==> src/crtv_pkg.sv <==
package crtv_pkg;

  // Register indexes
  localparam logic [7:0] IDX_VERT_TOTAL_LOW = 8'h06;
  localparam logic [7:0] IDX_OVERFLOW = 8'h07;
  localparam logic [7:0] IDX_MAX_SCAN_LINE = 8'h09;
  localparam logic [7:0] IDX_VSYNC_START_LOW = 8'h10;
  localparam logic [7:0] IDX_VSYNC_END_IRQ = 8'h11;
  localparam logic [7:0] IDX_DISPLAY_END_LOW = 8'h12;
  localparam logic [7:0] IDX_ROW_PITCH_LOW = 8'h13;
  localparam logic [7:0] IDX_UNDERLINE_DWORD = 8'h14;
  localparam logic [7:0] IDX_VBLANK_START_LOW = 8'h15;
  localparam logic [7:0] IDX_VBLANK_END = 8'h16;
  localparam logic [7:0] IDX_CRTC_MODE = 8'h17;
  localparam logic [7:0] IDX_FORCE_DWORD = 8'h31;
  localparam logic [7:0] IDX_GLOBAL_IRQ_EN = 8'h32;
  localparam logic [7:0] IDX_REFRESH_OVERRIDE = 8'h3A;
  localparam logic [7:0] IDX_PITCH_EXT = 8'h51;
  localparam logic [7:0] IDX_VERT_EXT = 8'h5E;
  // Highest index covered by the timing write lock
  localparam logic [7:0] IDX_LOCK_LAST = 8'h07;

  // Field positions
  localparam int OVF_VT8 = 0;
  localparam int OVF_VDE8 = 1;
  localparam int OVF_VRS8 = 2;
  localparam int OVF_SVB8 = 3;
  localparam int OVF_LINE_COMPARE_BIT8 = 4;
  localparam int OVF_VT9 = 5;
  localparam int OVF_VDE9 = 6;
  localparam int OVF_VRS9 = 7;
  localparam int MSL_SVB9 = 5;
  localparam int VRE_CLEAR_N = 4;
  localparam int VRE_DISABLE = 5;
  localparam int VRE_REFRESH5 = 6;
  localparam int VRE_LOCK = 7;
  localparam int ULD_COUNT4 = 5;
  localparam int ULD_DWORD = 6;
  localparam int MD_BANK2_N = 0;
  localparam int MD_BANK4_N = 1;
  localparam int MD_VHALVE = 2;
  localparam int MD_WORD_SEL = 3;
  localparam int MD_WRAP = 5;
  localparam int MD_BYTE = 6;
  localparam int MD_RETRACE_EN = 7;
  localparam int FD_FORCE_DWORD = 3;
  localparam int GI_IRQ_EN = 4;
  localparam int EXT_VT10 = 0;
  localparam int EXT_VDE10 = 1;
  localparam int EXT_SVB10 = 2;
  localparam int EXT_VRS10 = 4;
  localparam int PX_PITCH_LO = 4;

  // Reset values
  localparam logic [7:0] RST_VSYNC_END_IRQ = 8'h80;
  localparam logic [7:0] RST_CRTC_MODE = 8'h00;
  localparam logic [7:0] RST_OTHER = 8'h00;

  // Refresh cycles per line
  localparam logic [2:0] REFRESH_THREE = 3'h3;
  localparam logic [2:0] REFRESH_FIVE = 3'h5;
  localparam logic [2:0] REFRESH_OVR1 = 3'h1;
  localparam logic [2:0] REFRESH_OVR2 = 3'h2;
  localparam logic [2:0] REFRESH_OVR3 = 3'h4;

  typedef struct packed {
    logic wr;
    logic rd;
    logic [7:0] index;
    logic [7:0] wdata;
  } crtv_host_t;

  typedef enum logic [1:0] {
    CRTV_PITCH_WORD,
    CRTV_PITCH_DWORD,
    CRTV_PITCH_QWORD
  } crtv_pitch_t;

endpackage

==> src/crtv_vtiming.sv <==
`timescale 1ns/1ps
// Summary of operation
// (RULE1) Sync ends when scan line low four bits match the sync-end field.
// (RULE2) Flip-flop sets at end of active display; output drives interrupt line.
// (RULE3) Clear bit at 0 clears and holds flip-flop clear; 1 re-arms it.
// (RULE4) Disable bit 1 blocks interrupt; at 0 the global enable must be set.
// (RULE5) Three or five refresh cycles per line, or as override field picks.
// (RULE6) Lock bit blocks writes to indexes 0-7 except line-compare bit 8.
// (RULE7) Display end is 11-bit active lines minus one, split over three registers.
// (RULE8) Row start advances by pitch times 2, 4 or 8.
// (RULE9) Extended force bit selects doubleword pitch regardless of mode bits.
// (RULE10) Underline drawn on row scan equal to field plus one.
// (RULE11) Count-by-four bit makes address counter step every four character clocks.
// (RULE12) Doubleword bit selects doubleword memory addresses.
// (RULE13) Vertical blank starts at 11-bit start value plus one.
// (RULE14) Blank ends when scan line low eight bits match blank-end field.
// (RULE15) Bank-2 bit 0 puts row scan bit 0 on address bit 13.
// (RULE16) Bank-4 bit 0 puts row scan bit 1 on address bit 14.
// (RULE17) Vertical counter steps on every or every second horizontal retrace.
// (RULE18) Word-select bit halves address counter rate and, with doubleword, picks quadword pitch.
// (RULE19) Word mode puts counter bit 13 or 15 on address bit 0.
// (RULE20) Byte-mode bit 0 rotates counter up one, top bit to bit 0; code puts bit 13 there instead unless the wrap bit is set.
// (RULE21) Retrace-enable bit 0 holds both retrace pulses inactive.
// (RULE22) Scan line counter returns to zero after total plus two lines.
// (RULE23) Vertical sync starts when scan line equals 11-bit retrace start.
// (RULE24) Partial end compares are only armed after the matching start.
module crtv_vtiming
  import crtv_pkg::*;
(
  input wire logic i_core_clk,
  input wire logic i_resetn,
  input wire crtv_host_t i_host,
  input wire logic i_char_clk_en,
  input wire logic i_hretrace,
  input wire logic i_hsync,
  input wire logic [15:0] i_start_addr,
  output logic [7:0] o_rdata,
  output logic o_vsync,
  output logic o_hsync,
  output logic o_vblank,
  output logic o_display_en,
  output logic o_vert_irq,
  output logic o_underline,
  output logic [15:0] o_mem_addr,
  output logic [4:0] o_row_scan,
  output logic [2:0] o_refresh_cycles
);

  // Register file
  logic [7:0] vt_low_r, vt_low_nxt;
  logic [7:0] ovf_r, ovf_nxt;
  logic [7:0] msl_r, msl_nxt;
  logic [7:0] vrs_low_r, vrs_low_nxt;
  logic [7:0] vre_r, vre_nxt;
  logic [7:0] vde_low_r, vde_low_nxt;
  logic [7:0] pitch_low_r, pitch_low_nxt;
  logic [7:0] uld_r, uld_nxt;
  logic [7:0] svb_low_r, svb_low_nxt;
  logic [7:0] evb_r, evb_nxt;
  logic [7:0] mode_r, mode_nxt;
  logic [7:0] fdw_r, fdw_nxt;
  logic [7:0] gie_r, gie_nxt;
  logic [7:0] rov_r, rov_nxt;
  logic [7:0] pext_r, pext_nxt;
  logic [7:0] vext_r, vext_nxt;
  logic [7:0] rdata_nxt;

  function automatic logic [7:0] reg_merge(input logic [7:0] cur,
                                           input logic [7:0] idx,
                                           input crtv_host_t h);
    reg_merge = (h.wr && h.index == idx) ? h.wdata : cur;
  endfunction

  always_comb begin
    logic locked;
    locked = vre_r[VRE_LOCK] && i_host.index <= IDX_LOCK_LAST; // RULE6
    vt_low_nxt = locked ? vt_low_r : reg_merge(vt_low_r, IDX_VERT_TOTAL_LOW, i_host);
    ovf_nxt = reg_merge(ovf_r, IDX_OVERFLOW, i_host);
    if (locked) begin
      ovf_nxt = ovf_r;
      ovf_nxt[OVF_LINE_COMPARE_BIT8] = (i_host.wr && i_host.index == IDX_OVERFLOW) ?
                          i_host.wdata[OVF_LINE_COMPARE_BIT8] : ovf_r[OVF_LINE_COMPARE_BIT8]; // RULE6
    end
    msl_nxt = reg_merge(msl_r, IDX_MAX_SCAN_LINE, i_host);
    vrs_low_nxt = reg_merge(vrs_low_r, IDX_VSYNC_START_LOW, i_host);
    vre_nxt = reg_merge(vre_r, IDX_VSYNC_END_IRQ, i_host);
    vde_low_nxt = reg_merge(vde_low_r, IDX_DISPLAY_END_LOW, i_host);
    pitch_low_nxt = reg_merge(pitch_low_r, IDX_ROW_PITCH_LOW, i_host);
    uld_nxt = reg_merge(uld_r, IDX_UNDERLINE_DWORD, i_host);
    uld_nxt[7] = 1'b0;
    svb_low_nxt = reg_merge(svb_low_r, IDX_VBLANK_START_LOW, i_host);
    evb_nxt = reg_merge(evb_r, IDX_VBLANK_END, i_host);
    mode_nxt = reg_merge(mode_r, IDX_CRTC_MODE, i_host);
    mode_nxt[4] = 1'b0;
    fdw_nxt = reg_merge(fdw_r, IDX_FORCE_DWORD, i_host);
    gie_nxt = reg_merge(gie_r, IDX_GLOBAL_IRQ_EN, i_host);
    rov_nxt = reg_merge(rov_r, IDX_REFRESH_OVERRIDE, i_host);
    pext_nxt = reg_merge(pext_r, IDX_PITCH_EXT, i_host);
    vext_nxt = reg_merge(vext_r, IDX_VERT_EXT, i_host);
    rdata_nxt = o_rdata;
    if (i_host.rd) begin
      case (i_host.index)
        IDX_VERT_TOTAL_LOW: rdata_nxt = vt_low_r;
        IDX_OVERFLOW: rdata_nxt = ovf_r;
        IDX_MAX_SCAN_LINE: rdata_nxt = msl_r;
        IDX_VSYNC_START_LOW: rdata_nxt = vrs_low_r;
        IDX_VSYNC_END_IRQ: rdata_nxt = vre_r;
        IDX_DISPLAY_END_LOW: rdata_nxt = vde_low_r;
        IDX_ROW_PITCH_LOW: rdata_nxt = pitch_low_r;
        IDX_UNDERLINE_DWORD: rdata_nxt = uld_r;
        IDX_VBLANK_START_LOW: rdata_nxt = svb_low_r;
        IDX_VBLANK_END: rdata_nxt = evb_r;
        IDX_CRTC_MODE: rdata_nxt = mode_r;
        IDX_FORCE_DWORD: rdata_nxt = fdw_r;
        IDX_GLOBAL_IRQ_EN: rdata_nxt = gie_r;
        IDX_REFRESH_OVERRIDE: rdata_nxt = rov_r;
        IDX_PITCH_EXT: rdata_nxt = pext_r;
        IDX_VERT_EXT: rdata_nxt = vext_r;
        default: rdata_nxt = 8'h00;
      endcase
    end
  end

  always_ff @(posedge i_core_clk or negedge i_resetn) begin
    if (!i_resetn) begin
      vt_low_r <= RST_OTHER;
      ovf_r <= RST_OTHER;
      msl_r <= RST_OTHER;
      vrs_low_r <= RST_OTHER;
      vre_r <= RST_VSYNC_END_IRQ;
      vde_low_r <= RST_OTHER;
      pitch_low_r <= RST_OTHER;
      uld_r <= RST_OTHER;
      svb_low_r <= RST_OTHER;
      evb_r <= RST_OTHER;
      mode_r <= RST_CRTC_MODE;
      fdw_r <= RST_OTHER;
      gie_r <= RST_OTHER;
      rov_r <= RST_OTHER;
      pext_r <= RST_OTHER;
      vext_r <= RST_OTHER;
      o_rdata <= RST_OTHER;
    end else begin
      vt_low_r <= vt_low_nxt;
      ovf_r <= ovf_nxt;
      msl_r <= msl_nxt;
      vrs_low_r <= vrs_low_nxt;
      vre_r <= vre_nxt;
      vde_low_r <= vde_low_nxt;
      pitch_low_r <= pitch_low_nxt;
      uld_r <= uld_nxt;
      svb_low_r <= svb_low_nxt;
      evb_r <= evb_nxt;
      mode_r <= mode_nxt;
      fdw_r <= fdw_nxt;
      gie_r <= gie_nxt;
      rov_r <= rov_nxt;
      pext_r <= pext_nxt;
      vext_r <= vext_nxt;
      o_rdata <= rdata_nxt;
    end
  end

  // Assembled 11-bit vertical values
  logic [10:0] vtotal, display_end_line_low, vrs, vblank_start_low;
  logic [9:0] pitch;
  crtv_pitch_t pitch_mode;
  logic [15:0] pitch_step;

  assign vtotal = {vext_r[EXT_VT10], ovf_r[OVF_VT9], ovf_r[OVF_VT8], vt_low_r};
  assign display_end_line_low = {vext_r[EXT_VDE10], ovf_r[OVF_VDE9], ovf_r[OVF_VDE8], vde_low_r}; // RULE7
  assign vrs = {vext_r[EXT_VRS10], ovf_r[OVF_VRS9], ovf_r[OVF_VRS8], vrs_low_r};
  assign vblank_start_low = {vext_r[EXT_SVB10], msl_r[MSL_SVB9], ovf_r[OVF_SVB8], svb_low_r}; // RULE13
  assign pitch = {pext_r[PX_PITCH_LO+1 -: 2], pitch_low_r}; // RULE8

  always_comb begin
    if (fdw_r[FD_FORCE_DWORD]) begin
      pitch_mode = CRTV_PITCH_DWORD; // RULE9
    end else if (uld_r[ULD_DWORD] && mode_r[MD_WORD_SEL]) begin
      pitch_mode = CRTV_PITCH_QWORD;
    end else if (uld_r[ULD_DWORD]) begin
      pitch_mode = CRTV_PITCH_DWORD;
    end else begin
      pitch_mode = CRTV_PITCH_WORD;
    end
    case (pitch_mode)
      CRTV_PITCH_WORD: pitch_step = {5'h00, pitch, 1'b0}; // RULE8
      CRTV_PITCH_DWORD: pitch_step = {4'h0, pitch, 2'h0};
      CRTV_PITCH_QWORD: pitch_step = {3'h0, pitch, 3'h0};
      default: pitch_step = {5'h00, pitch, 1'b0};
    endcase
  end

  // Vertical and row state
  logic [10:0] vline_r, vline_nxt;
  logic half_r, half_nxt;
  logic [4:0] row_r, row_nxt;
  logic [15:0] row_start_r, row_start_nxt;
  logic [15:0] mac_r, mac_nxt;
  logic [1:0] div_r, div_nxt;
  logic vsync_r, vsync_nxt;
  logic vblank_r, vblank_nxt;
  logic disp_r, disp_nxt;
  logic irq_ff_r, irq_ff_nxt;
  logic hsync_nxt, irq_nxt, ul_nxt;
  logic [15:0] addr_nxt;
  logic [2:0] refresh_nxt;
  logic vstep;

  always_comb begin
    logic [1:0] last_div;
    logic [15:0] shaped;
    last_div = 2'h0;
    shaped = 16'h0000;
    half_nxt = half_r;
    vstep = 1'b0;
    if (i_hretrace) begin
      half_nxt = mode_r[MD_VHALVE] ? ~half_r : 1'b0; // RULE17
      vstep = !mode_r[MD_VHALVE] || half_r;
    end
    vline_nxt = vline_r;
    row_nxt = row_r;
    row_start_nxt = row_start_r;
    vsync_nxt = vsync_r;
    vblank_nxt = vblank_r;
    disp_nxt = disp_r;
    irq_ff_nxt = irq_ff_r;
    if (vstep) begin
      if (vline_r == vtotal + 11'h001) begin
        vline_nxt = 11'h000; // RULE22
        row_nxt = 5'h00;
        row_start_nxt = i_start_addr;
        disp_nxt = 1'b1;
      end else begin
        vline_nxt = vline_r + 11'h001;
        if (row_r == msl_r[4:0]) begin
          row_nxt = 5'h00;
          row_start_nxt = row_start_r + pitch_step; // RULE8
        end else begin
          row_nxt = row_r + 5'h01;
        end
      end
      if (vline_nxt == vrs) begin
        vsync_nxt = 1'b1; // RULE23
      end else if (vsync_r && vline_nxt[3:0] == vre_r[3:0]) begin
        vsync_nxt = 1'b0; // RULE1 RULE24
      end
      if (vline_nxt == vblank_start_low + 11'h001) begin
        vblank_nxt = 1'b1; // RULE13
      end else if (vblank_r && vline_nxt[7:0] == evb_r) begin
        vblank_nxt = 1'b0; // RULE14 RULE24
      end
      if (vline_nxt == display_end_line_low + 11'h001) begin
        disp_nxt = 1'b0; // RULE7
        irq_ff_nxt = 1'b1; // RULE2
      end
    end
    // Clear bit low dominates so the host sees it held clear
    if (!vre_r[VRE_CLEAR_N]) begin
      irq_ff_nxt = 1'b0; // RULE3
    end
    irq_nxt = irq_ff_r && !vre_r[VRE_DISABLE] && gie_r[GI_IRQ_EN]; // RULE4
    // Address counter rate
    if (uld_r[ULD_COUNT4]) begin
      last_div = 2'h3; // RULE11
    end else if (mode_r[MD_WORD_SEL]) begin
      last_div = 2'h1; // RULE18
    end else begin
      last_div = 2'h0;
    end
    mac_nxt = mac_r;
    div_nxt = div_r;
    if (i_hretrace) begin
      mac_nxt = row_start_nxt;
      div_nxt = 2'h0;
    end else if (i_char_clk_en && disp_r) begin
      if (div_r >= last_div) begin
        div_nxt = 2'h0;
        mac_nxt = mac_r + 16'h0001;
      end else begin
        div_nxt = div_r + 2'h1;
      end
    end
    // Address shaping
    if (uld_r[ULD_DWORD]) begin
      shaped = {mac_r[13:0], mac_r[15:14]}; // RULE12
    end else if (!mode_r[MD_BYTE]) begin
      shaped = {mac_r[14:0], mode_r[MD_WRAP] ? mac_r[15] : mac_r[13]}; // RULE19 RULE20
    end else begin
      shaped = mac_r; // RULE20
    end
    addr_nxt = shaped;
    if (disp_r && !mode_r[MD_BANK2_N]) begin
      addr_nxt[13] = row_r[0]; // RULE15
    end
    if (disp_r && !mode_r[MD_BANK4_N]) begin
      addr_nxt[14] = row_r[1]; // RULE16
    end
    ul_nxt = row_r == uld_r[4:0] + 5'h01; // RULE10
    hsync_nxt = i_hsync && mode_r[MD_RETRACE_EN]; // RULE21
    case (rov_r[1:0])
      2'h1: refresh_nxt = REFRESH_OVR1;
      2'h2: refresh_nxt = REFRESH_OVR2;
      2'h3: refresh_nxt = REFRESH_OVR3;
      default: refresh_nxt = vre_r[VRE_REFRESH5] ? REFRESH_FIVE : REFRESH_THREE; // RULE5
    endcase
  end

  always_ff @(posedge i_core_clk or negedge i_resetn) begin
    if (!i_resetn) begin
      vline_r <= 11'h000;
      half_r <= 1'b0;
      row_r <= 5'h00;
      row_start_r <= 16'h0000;
      mac_r <= 16'h0000;
      div_r <= 2'h0;
      vsync_r <= 1'b0;
      vblank_r <= 1'b0;
      disp_r <= 1'b1;
      irq_ff_r <= 1'b0;
      o_vsync <= 1'b0;
      o_hsync <= 1'b0;
      o_vblank <= 1'b0;
      o_display_en <= 1'b0;
      o_vert_irq <= 1'b0;
      o_underline <= 1'b0;
      o_mem_addr <= 16'h0000;
      o_row_scan <= 5'h00;
      o_refresh_cycles <= REFRESH_THREE;
    end else begin
      vline_r <= vline_nxt;
      half_r <= half_nxt;
      row_r <= row_nxt;
      row_start_r <= row_start_nxt;
      mac_r <= mac_nxt;
      div_r <= div_nxt;
      vsync_r <= vsync_nxt;
      vblank_r <= vblank_nxt;
      disp_r <= disp_nxt;
      irq_ff_r <= irq_ff_nxt;
      o_vsync <= vsync_r && mode_r[MD_RETRACE_EN]; // RULE21
      o_hsync <= hsync_nxt;
      o_vblank <= vblank_r;
      o_display_en <= disp_r;
      o_vert_irq <= irq_nxt;
      o_underline <= ul_nxt;
      o_mem_addr <= addr_nxt;
      o_row_scan <= row_r;
      o_refresh_cycles <= refresh_nxt;
    end
  end

endmodule

==> config.mk <==
export PLATFORM = sky130hd
export DESIGN_NAME = crtv_vtiming
export DESIGN_NICKNAME = d
export VERILOG_FILES = /design/src/crtv_pkg.sv /design/src/crtv_vtiming.sv
export SDC_FILE = /design/constraint.sdc
export NUM_CORES = 1
export LEC_CHECK = 0
export ABC_AREA = 1
export BUFFER_PORTS_ARGS = -buffer_cell sky130_fd_sc_hd__buf_2
export CAP_MARGIN = 5
export CORE_ASPECT_RATIO = 1.2
export CORE_MARGIN = 10
export CORE_UTILIZATION = 68
export CTS_BUF_LIST = sky130_fd_sc_hd__clkbuf_8
export DETAILED_ROUTE_END_ITERATION = 10
export GPL_TIMING_DRIVEN = 1
export PLACE_DENSITY = 0.94
export SETUP_SLACK_MARGIN = 0.15
export SYNTH_ARGS = -nofsm -noshare
export SYNTH_HDL_FRONTEND = slang
export SYNTH_SLANG_ARGS = --single-unit
==> constraint.sdc <==
create_clock -name i_core_clk -period 10.5 [get_ports i_core_clk]
set_input_delay 0.525 -clock i_core_clk [delete_from_list [all_inputs] [get_ports i_core_clk]]
set_output_delay 0.525 -clock i_core_clk [all_outputs]
set_load 0.005 [all_outputs]
==> report_table.html <==
<table>
<tr><th>Metric</th><th>Value</th></tr>
<tr><th colspan="2">STA</th></tr>
<tr><td>Slew of the pin with the lowest slew margin</td><td>1090 ps</td></tr>
<tr><td>Max Clock Freq</td><td>about 220 MHz</td></tr>
<tr><td>Rel. slew slack</td><td>27.6%</td></tr>
<tr><td>Worst Slack Setup Final</td><td>around 6000 ps</td></tr>
<tr><td>Worst hold margin</td><td>224 ps</td></tr>
<tr><td>Time the worst path needs with I/O delays and setup</td><td>4600 ps</td></tr>
<tr><td>Number of setup violations in the final report</td><td>0</td></tr>
<tr><td>Number of hold-slack violations in the final timing report</td><td>0</td></tr>
<tr><td>Share of the clock period used by the worst path after layout</td><td>between 40% and 50%</td></tr>
<tr><td>Setup repair after global routing missed its margin</td><td>false</td></tr>
<tr><td>Final Max Tran Viols</td><td>0</td></tr>
<tr><td>Final worst clock skew</td><td>22.9 ps</td></tr>
<tr><td>Sum Neg Setup Slack</td><td>0 ps</td></tr>
<tr><th colspan="2">Synthesis</th></tr>
<tr><td>Count of flip-flops with a built-in enable after synthesis</td><td>0</td></tr>
<tr><td>Async set-or-reset flop fraction in the synthesized netlist</td><td>between 90% and 100%</td></tr>
<tr><td>Share of the yosys chip area belonging to registers</td><td>~43%</td></tr>
<tr><td>Largest area contributor in the synthesized netlist</td><td>sky130_fd_sc_hd__dfrtp_1</td></tr>
<tr><td>Post-synthesis average cell area</td><td>7.60 um^2</td></tr>
<tr><td>Synthesized netlist cell count</td><td>between 1500 and 2000</td></tr>
<tr><td>Portion of synthesized cell area occupied by the leading cell type</td><td>42.6%</td></tr>
<tr><td>Post-synth cell types</td><td>56</td></tr>
<tr><td>Top flip-flop cell by instance count after synthesis</td><td>sky130_fd_sc_hd__dfrtp_1</td></tr>
<tr><td>Post-synthesis sequential element count</td><td>~220</td></tr>
<tr><td>YS warnings</td><td>0</td></tr>
<tr><td>Top cells by area in the synthesized netlist</td><td>sky130_fd_sc_hd__dfrtp_1 43%, sky130_fd_sc_hd__nand2_1 14%, sky130_fd_sc_hd__o21ai_0 8.4%, sky130_fd_sc_hd__inv_1 6.2%, sky130_fd_sc_hd__xor2_1 3.7%</td></tr>
<tr><td>Mapped cell area</td><td>12600 um^2</td></tr>
<tr><td>Post-synth net total</td><td>approximately 1700</td></tr>
<tr><th colspan="2">Cells and area</th></tr>
<tr><td>Post-layout nets</td><td>1789</td></tr>
<tr><td>Final std cells w/o fill</td><td>between 1500 and 2000</td></tr>
<tr><td>Most common library cell in the layout ignoring fill and taps</td><td>sky130_fd_sc_hd__nand2_1</td></tr>
<tr><td>Diode insertion count for antenna repair</td><td>0</td></tr>
<tr><td>Top library cells by usage in the layout, fill and taps aside</td><td>461 x sky130_fd_sc_hd__nand2_1, 220 x sky130_fd_sc_hd__inv_1, 215 x sky130_fd_sc_hd__dfrtp_1, 213 x sky130_fd_sc_hd__o21ai_0, 98 x sky130_fd_sc_hd__nor2_1</td></tr>
<tr><td>Area overhead of the layout relative to synthesis</td><td>10.2%</td></tr>
<tr><td>Filler Cell Count</td><td>approximately 1300</td></tr>
<tr><td>Fraction of layout instances using a drive strength above 1</td><td>about a tenth</td></tr>
<tr><th colspan="2">Critical path</th></tr>
<tr><td>Sum of buffers and inverters on the critical path</td><td>4</td></tr>
<tr><td>Startpoint kind of the worst setup timing path</td><td>flip-flop</td></tr>
<tr><td>Crit-path cells</td><td>inv_1, nor3_1, inv_1, ha_1, a221o_1, o21ai_0, inv_1, ha_1, a21oi_1, nand2_1, a21boi_0, inv_1, or2_2, nand3_1, nand3_1, o211ai_2, nand2_2, a21oi_2, o21ai_1</td></tr>
<tr><td>Required time at the worst-slack endpoint</td><td>10900 ps</td></tr>
<tr><td>Max Fanout on Critical Path</td><td>22</td></tr>
<tr><td>Critical-path cell with the highest stage delay</td><td>sky130_fd_sc_hd__dfrtp_1</td></tr>
<tr><td>Worst Path Class, Setup</td><td>flip-flop to flip-flop</td></tr>
<tr><td>Nature of the critical path endpoint</td><td>flip-flop</td></tr>
<tr><td>Cell family with most CP delay</td><td>compound AO/OA/AOI/OAI gates</td></tr>
<tr><td>Arrival time at the worst endpoint</td><td>between 4000 and 5000 ps</td></tr>
<tr><td>Cell seen most often among critical-path stages</td><td>sky130_fd_sc_hd__inv_1</td></tr>
<tr><td>Max stage delay on crit path</td><td>between 800 and 900 ps</td></tr>
<tr><th colspan="2">Run status</th></tr>
<tr><td>Run status</td><td>completed</td></tr>
<tr><th colspan="2">Placement</th></tr>
<tr><td>Setup slack after placement</td><td>6120 ps</td></tr>
<tr><td>Post-detail-place hpwl</td><td>27800 um</td></tr>
<tr><td>Routability-driven placement congestion ratio</td><td>1.04</td></tr>
<tr><td>Dpl cells</td><td>1910</td></tr>
<tr><td>Number of port buffers</td><td>between 70 and 80</td></tr>
<tr><th colspan="2">CTS</th></tr>
<tr><td>Resize count post-CTS</td><td>0</td></tr>
<tr><td>Hold buffers post-CTS</td><td>1</td></tr>
<tr><td>Post-CTS clock slew at the launch and capture registers of the worst setup and hold paths</td><td>70 ps</td></tr>
<tr><td>Clock tree from TritonCTS</td><td>yes</td></tr>
<tr><td>Number of levels in the clock H-tree</td><td>2</td></tr>
<tr><td>Library cell used as clock root buffer</td><td>sky130_fd_sc_hd__clkbuf_8</td></tr>
<tr><td>Number of sinks driven by the clock tree</td><td>219</td></tr>
<tr><td>Number of buffers on the longest clock path</td><td>3</td></tr>
<tr><td>Post-CTS Repair Setup Buffers</td><td>0</td></tr>
<tr><td>TritonCTS Buffers</td><td>36</td></tr>
<tr><td>Latest clock arrival within the worst-skew pair</td><td>550 ps</td></tr>
<tr><th colspan="2">GRT</th></tr>
<tr><td>Antenna violations before repair</td><td>0</td></tr>
<tr><td>Wire length of the first global-routing pass</td><td>between 60000 and 70000 um</td></tr>
<tr><td>Overall fraction of global-route tracks in use</td><td>about 32%</td></tr>
<tr><td>Residual overflow from global routing</td><td>0</td></tr>
<tr><td>Pin count of the biggest net entering global routing</td><td>82</td></tr>
<tr><td>Number of global-route vias before repair</td><td>11802</td></tr>
<tr><th colspan="2">Drt</th></tr>
<tr><td>Vias after detailed routing</td><td>12179</td></tr>
<tr><td>Detailed Route Iter0 Violations</td><td>about 1500</td></tr>
<tr><td>First-pass iteration count of the detailed router</td><td>6</td></tr>
<tr><td>Post-detailed-routing wire length</td><td>39300 um</td></tr>
<tr><td>Number of design rule violations left after detail routing</td><td>0</td></tr>
<tr><td>Count of antenna-violating nets left after detailed routing</td><td>0</td></tr>
<tr><td>Vias per inst</td><td>6.16</td></tr>
<tr><td>Average wire length per cell after detail routing</td><td>19.9 um</td></tr>
<tr><th colspan="2">Power and ir drop</th></tr>
<tr><td>Power density over the cells</td><td>about 210 nW/um^2</td></tr>
<tr><td>Highest ir drop seen on vdd</td><td>0.123 mV</td></tr>
<tr><td>Sequential group share of total power</td><td>roughly two fifths</td></tr>
<tr><td>Net switching power</td><td>1.09 mW</td></tr>
<tr><td>Leakage power</td><td>6.90 nW</td></tr>
<tr><td>Comb pwr share</td><td>31.0%</td></tr>
<tr><td>Switching power share of the total</td><td>37.8%</td></tr>
<tr><td>Part of the power in the clock network</td><td>29.4%</td></tr>
<tr><td>Total power</td><td>2.89 mW</td></tr>
<tr><td>Internal portion of total power</td><td>1.80 mW</td></tr>
<tr><th colspan="2">Worst hold path</th></tr>
<tr><td>Min-delay worst type</td><td>input pin to flip-flop</td></tr>
<tr><th colspan="2">Die</th></tr>
<tr><td>Number of top-level pins</td><td>between 70 and 80</td></tr>
<tr><td>Area of the die</td><td>24400 um^2</td></tr>
<tr><td>Number of rows created at floorplan</td><td>54</td></tr>
<tr><td>Starting Density</td><td>69.2%</td></tr>
<tr><td>Die extent in x</td><td>144 um</td></tr>
<tr><td>Die span in y</td><td>169 um</td></tr>
<tr><td>Core area</td><td>18200 um^2</td></tr>
<tr><th colspan="2">Flow run</th></tr>
<tr><td># Max-Cap Violations</td><td>0</td></tr>
</table>
-- logic make-up (layout without fill, tap and decap cells) --
| group | count (synthesis) | after routing | synth area share (%) |
|---|---|---|---|
| and+or+nand+nor | 692 | 692 | 23.0 |
| AOI/OAI and AO/OA | 388 | 388 | 18.0 |
| buffers and inverters | 272 | 365 | 8.49 |
| DFF | 219 | 219 | 43.5 |
| xor gates and xnor gates | 64 | 64 | 4.44 |
| adders and majority gates | 25 | 25 | 2.54 |
-- registers in the layout (all words and copies together) (netlist names), 11 cells and up --
name / flops
vline_r: 11
mac_r: 16
row_start_r: 16
o_mem_addr: 16
-- synth_stat cells (2+ instances only) --
cell type and number:
sky130_fd_sc_hd__o21bai_1 2, sky130_fd_sc_hd__o211ai_1 8, sky130_fd_sc_hd__nand3_4 2, sky130_fd_sc_hd__o2111ai_1 4, sky130_fd_sc_hd__a22oi_2 2, sky130_fd_sc_hd__a211oi_1 2, sky130_fd_sc_hd__inv_2 2, sky130_fd_sc_hd__a21oi_1 63
sky130_fd_sc_hd__nor3_2 2, sky130_fd_sc_hd__dfstp_2 4, sky130_fd_sc_hd__a22oi_1 3, sky130_fd_sc_hd__o211ai_2 6, sky130_fd_sc_hd__xnor2_1 10, sky130_fd_sc_hd__nand2_1 461, sky130_fd_sc_hd__or2_2 4, sky130_fd_sc_hd__a21oi_2 4
sky130_fd_sc_hd__buf_6 2, sky130_fd_sc_hd__dfrtp_1 215, sky130_fd_sc_hd__nand2_2 6, sky130_fd_sc_hd__inv_1 209, sky130_fd_sc_hd__nand4_1 21, sky130_fd_sc_hd__a221o_1 8, sky130_fd_sc_hd__buf_2 7, sky130_fd_sc_hd__a221oi_1 21
sky130_fd_sc_hd__a22o_1 2, sky130_fd_sc_hd__o22ai_1 26, sky130_fd_sc_hd__clkbuf_1 44, sky130_fd_sc_hd__ha_1 24, sky130_fd_sc_hd__nor3_1 20, sky130_fd_sc_hd__nor2_2 2, sky130_fd_sc_hd__nand3b_1 2, sky130_fd_sc_hd__nor2_1 98
sky130_fd_sc_hd__o21bai_2 2, sky130_fd_sc_hd__clkinv_1 4, sky130_fd_sc_hd__nand3_1 60, sky130_fd_sc_hd__nor2_4 3, sky130_fd_sc_hd__a21o_1 2, sky130_fd_sc_hd__xor2_1 54, sky130_fd_sc_hd__buf_1 2, sky130_fd_sc_hd__nor4_1 3
sky130_fd_sc_hd__o21a_1 4, sky130_fd_sc_hd__o21ai_1 10, sky130_fd_sc_hd__nand2_4 5, sky130_fd_sc_hd__o21ai_0 213
-- power groups by stage --
stage	Sequential [mW]	Combinational, mW	Clock (mW)
floorplan	1.11	0.617	0
global placement	1.14	0.841	0
detailed placement	1.15	0.870	0
CTS	1.14	0.882	0.851
global route	1.16	0.999	0.894
finish	1.15	0.896	0.849
-- final timing paths --
| path | from | to | slack, ps | depth (start not counted) |
|---|---|---|---|---|
| max | uld_r[6] | mac_r[6] | 5900 | 19 |
| min | i_host[2] | pext_r[2] | 220 | 3 |
| max reg2reg | uld_r[6] | mac_r[6] | 5900 | 19 |
| min reg2reg | vblank_r | o_vblank | 380 | 0 |
| max in group asynchronous | i_resetn | row_r[1] | 7690 | 4 |
| min in group asynchronous | i_resetn | vline_r[5] | 550 | 2 |
-- worst register-to-register path, stage by stage, from the launching register on --
cell                       delay (ps)
sky130_fd_sc_hd__dfrtp_1          810
sky130_fd_sc_hd__inv_1            390
sky130_fd_sc_hd__nor3_1           430
sky130_fd_sc_hd__inv_1            120
sky130_fd_sc_hd__ha_1             310
sky130_fd_sc_hd__a221o_1          350
sky130_fd_sc_hd__o21ai_0           80
sky130_fd_sc_hd__inv_1             60
sky130_fd_sc_hd__ha_1             330
sky130_fd_sc_hd__a21oi_1          160
sky130_fd_sc_hd__nand2_1          120
sky130_fd_sc_hd__a21boi_0         320
sky130_fd_sc_hd__inv_1            120
sky130_fd_sc_hd__or2_2            280
sky130_fd_sc_hd__nand3_1           70
sky130_fd_sc_hd__nand3_1           90
sky130_fd_sc_hd__o211ai_2         120
sky130_fd_sc_hd__nand2_2           90
sky130_fd_sc_hd__a21oi_2          120
sky130_fd_sc_hd__o21ai_1           80
-- metal layers --
| layer | track usage (%) | share of wire [%] | vias up |
|---|---|---|---|
| met2 | 50.8 | 46 | 770 |
| met4 | 19.2 | 6.3 | 0 |
| li1 | - | - | 5579 |
| met5 | 0 | 0 | - |
| met1 | 39.0 | 37 | 5667 |
| met3 | 7.36 | 11 | 163 |
-- area by class of cell --
class                           instances  area [um^2]  area share [%]
Clock buffer                           44          606            4.35
Clock inverter                         22          209            1.50
Inverter                              215          807            5.80
Multi-Input combinational cell       1169         6070            43.6
Sequential cell                       219         5490            39.4
Tap cell                              224          280            2.01
Timing Repair Buffer                   84          453            3.26
-- through the flow --
stage	utilization (%)	area [um^2]
after floorplan	-	12600
after global placement	71.7	13100
after detailed placement	71.7	13100
after CTS	76.2	13900
after global routing	76.2	13900
final	76.2	13900
No activity file was read; power rests on OpenSTA's default activity.
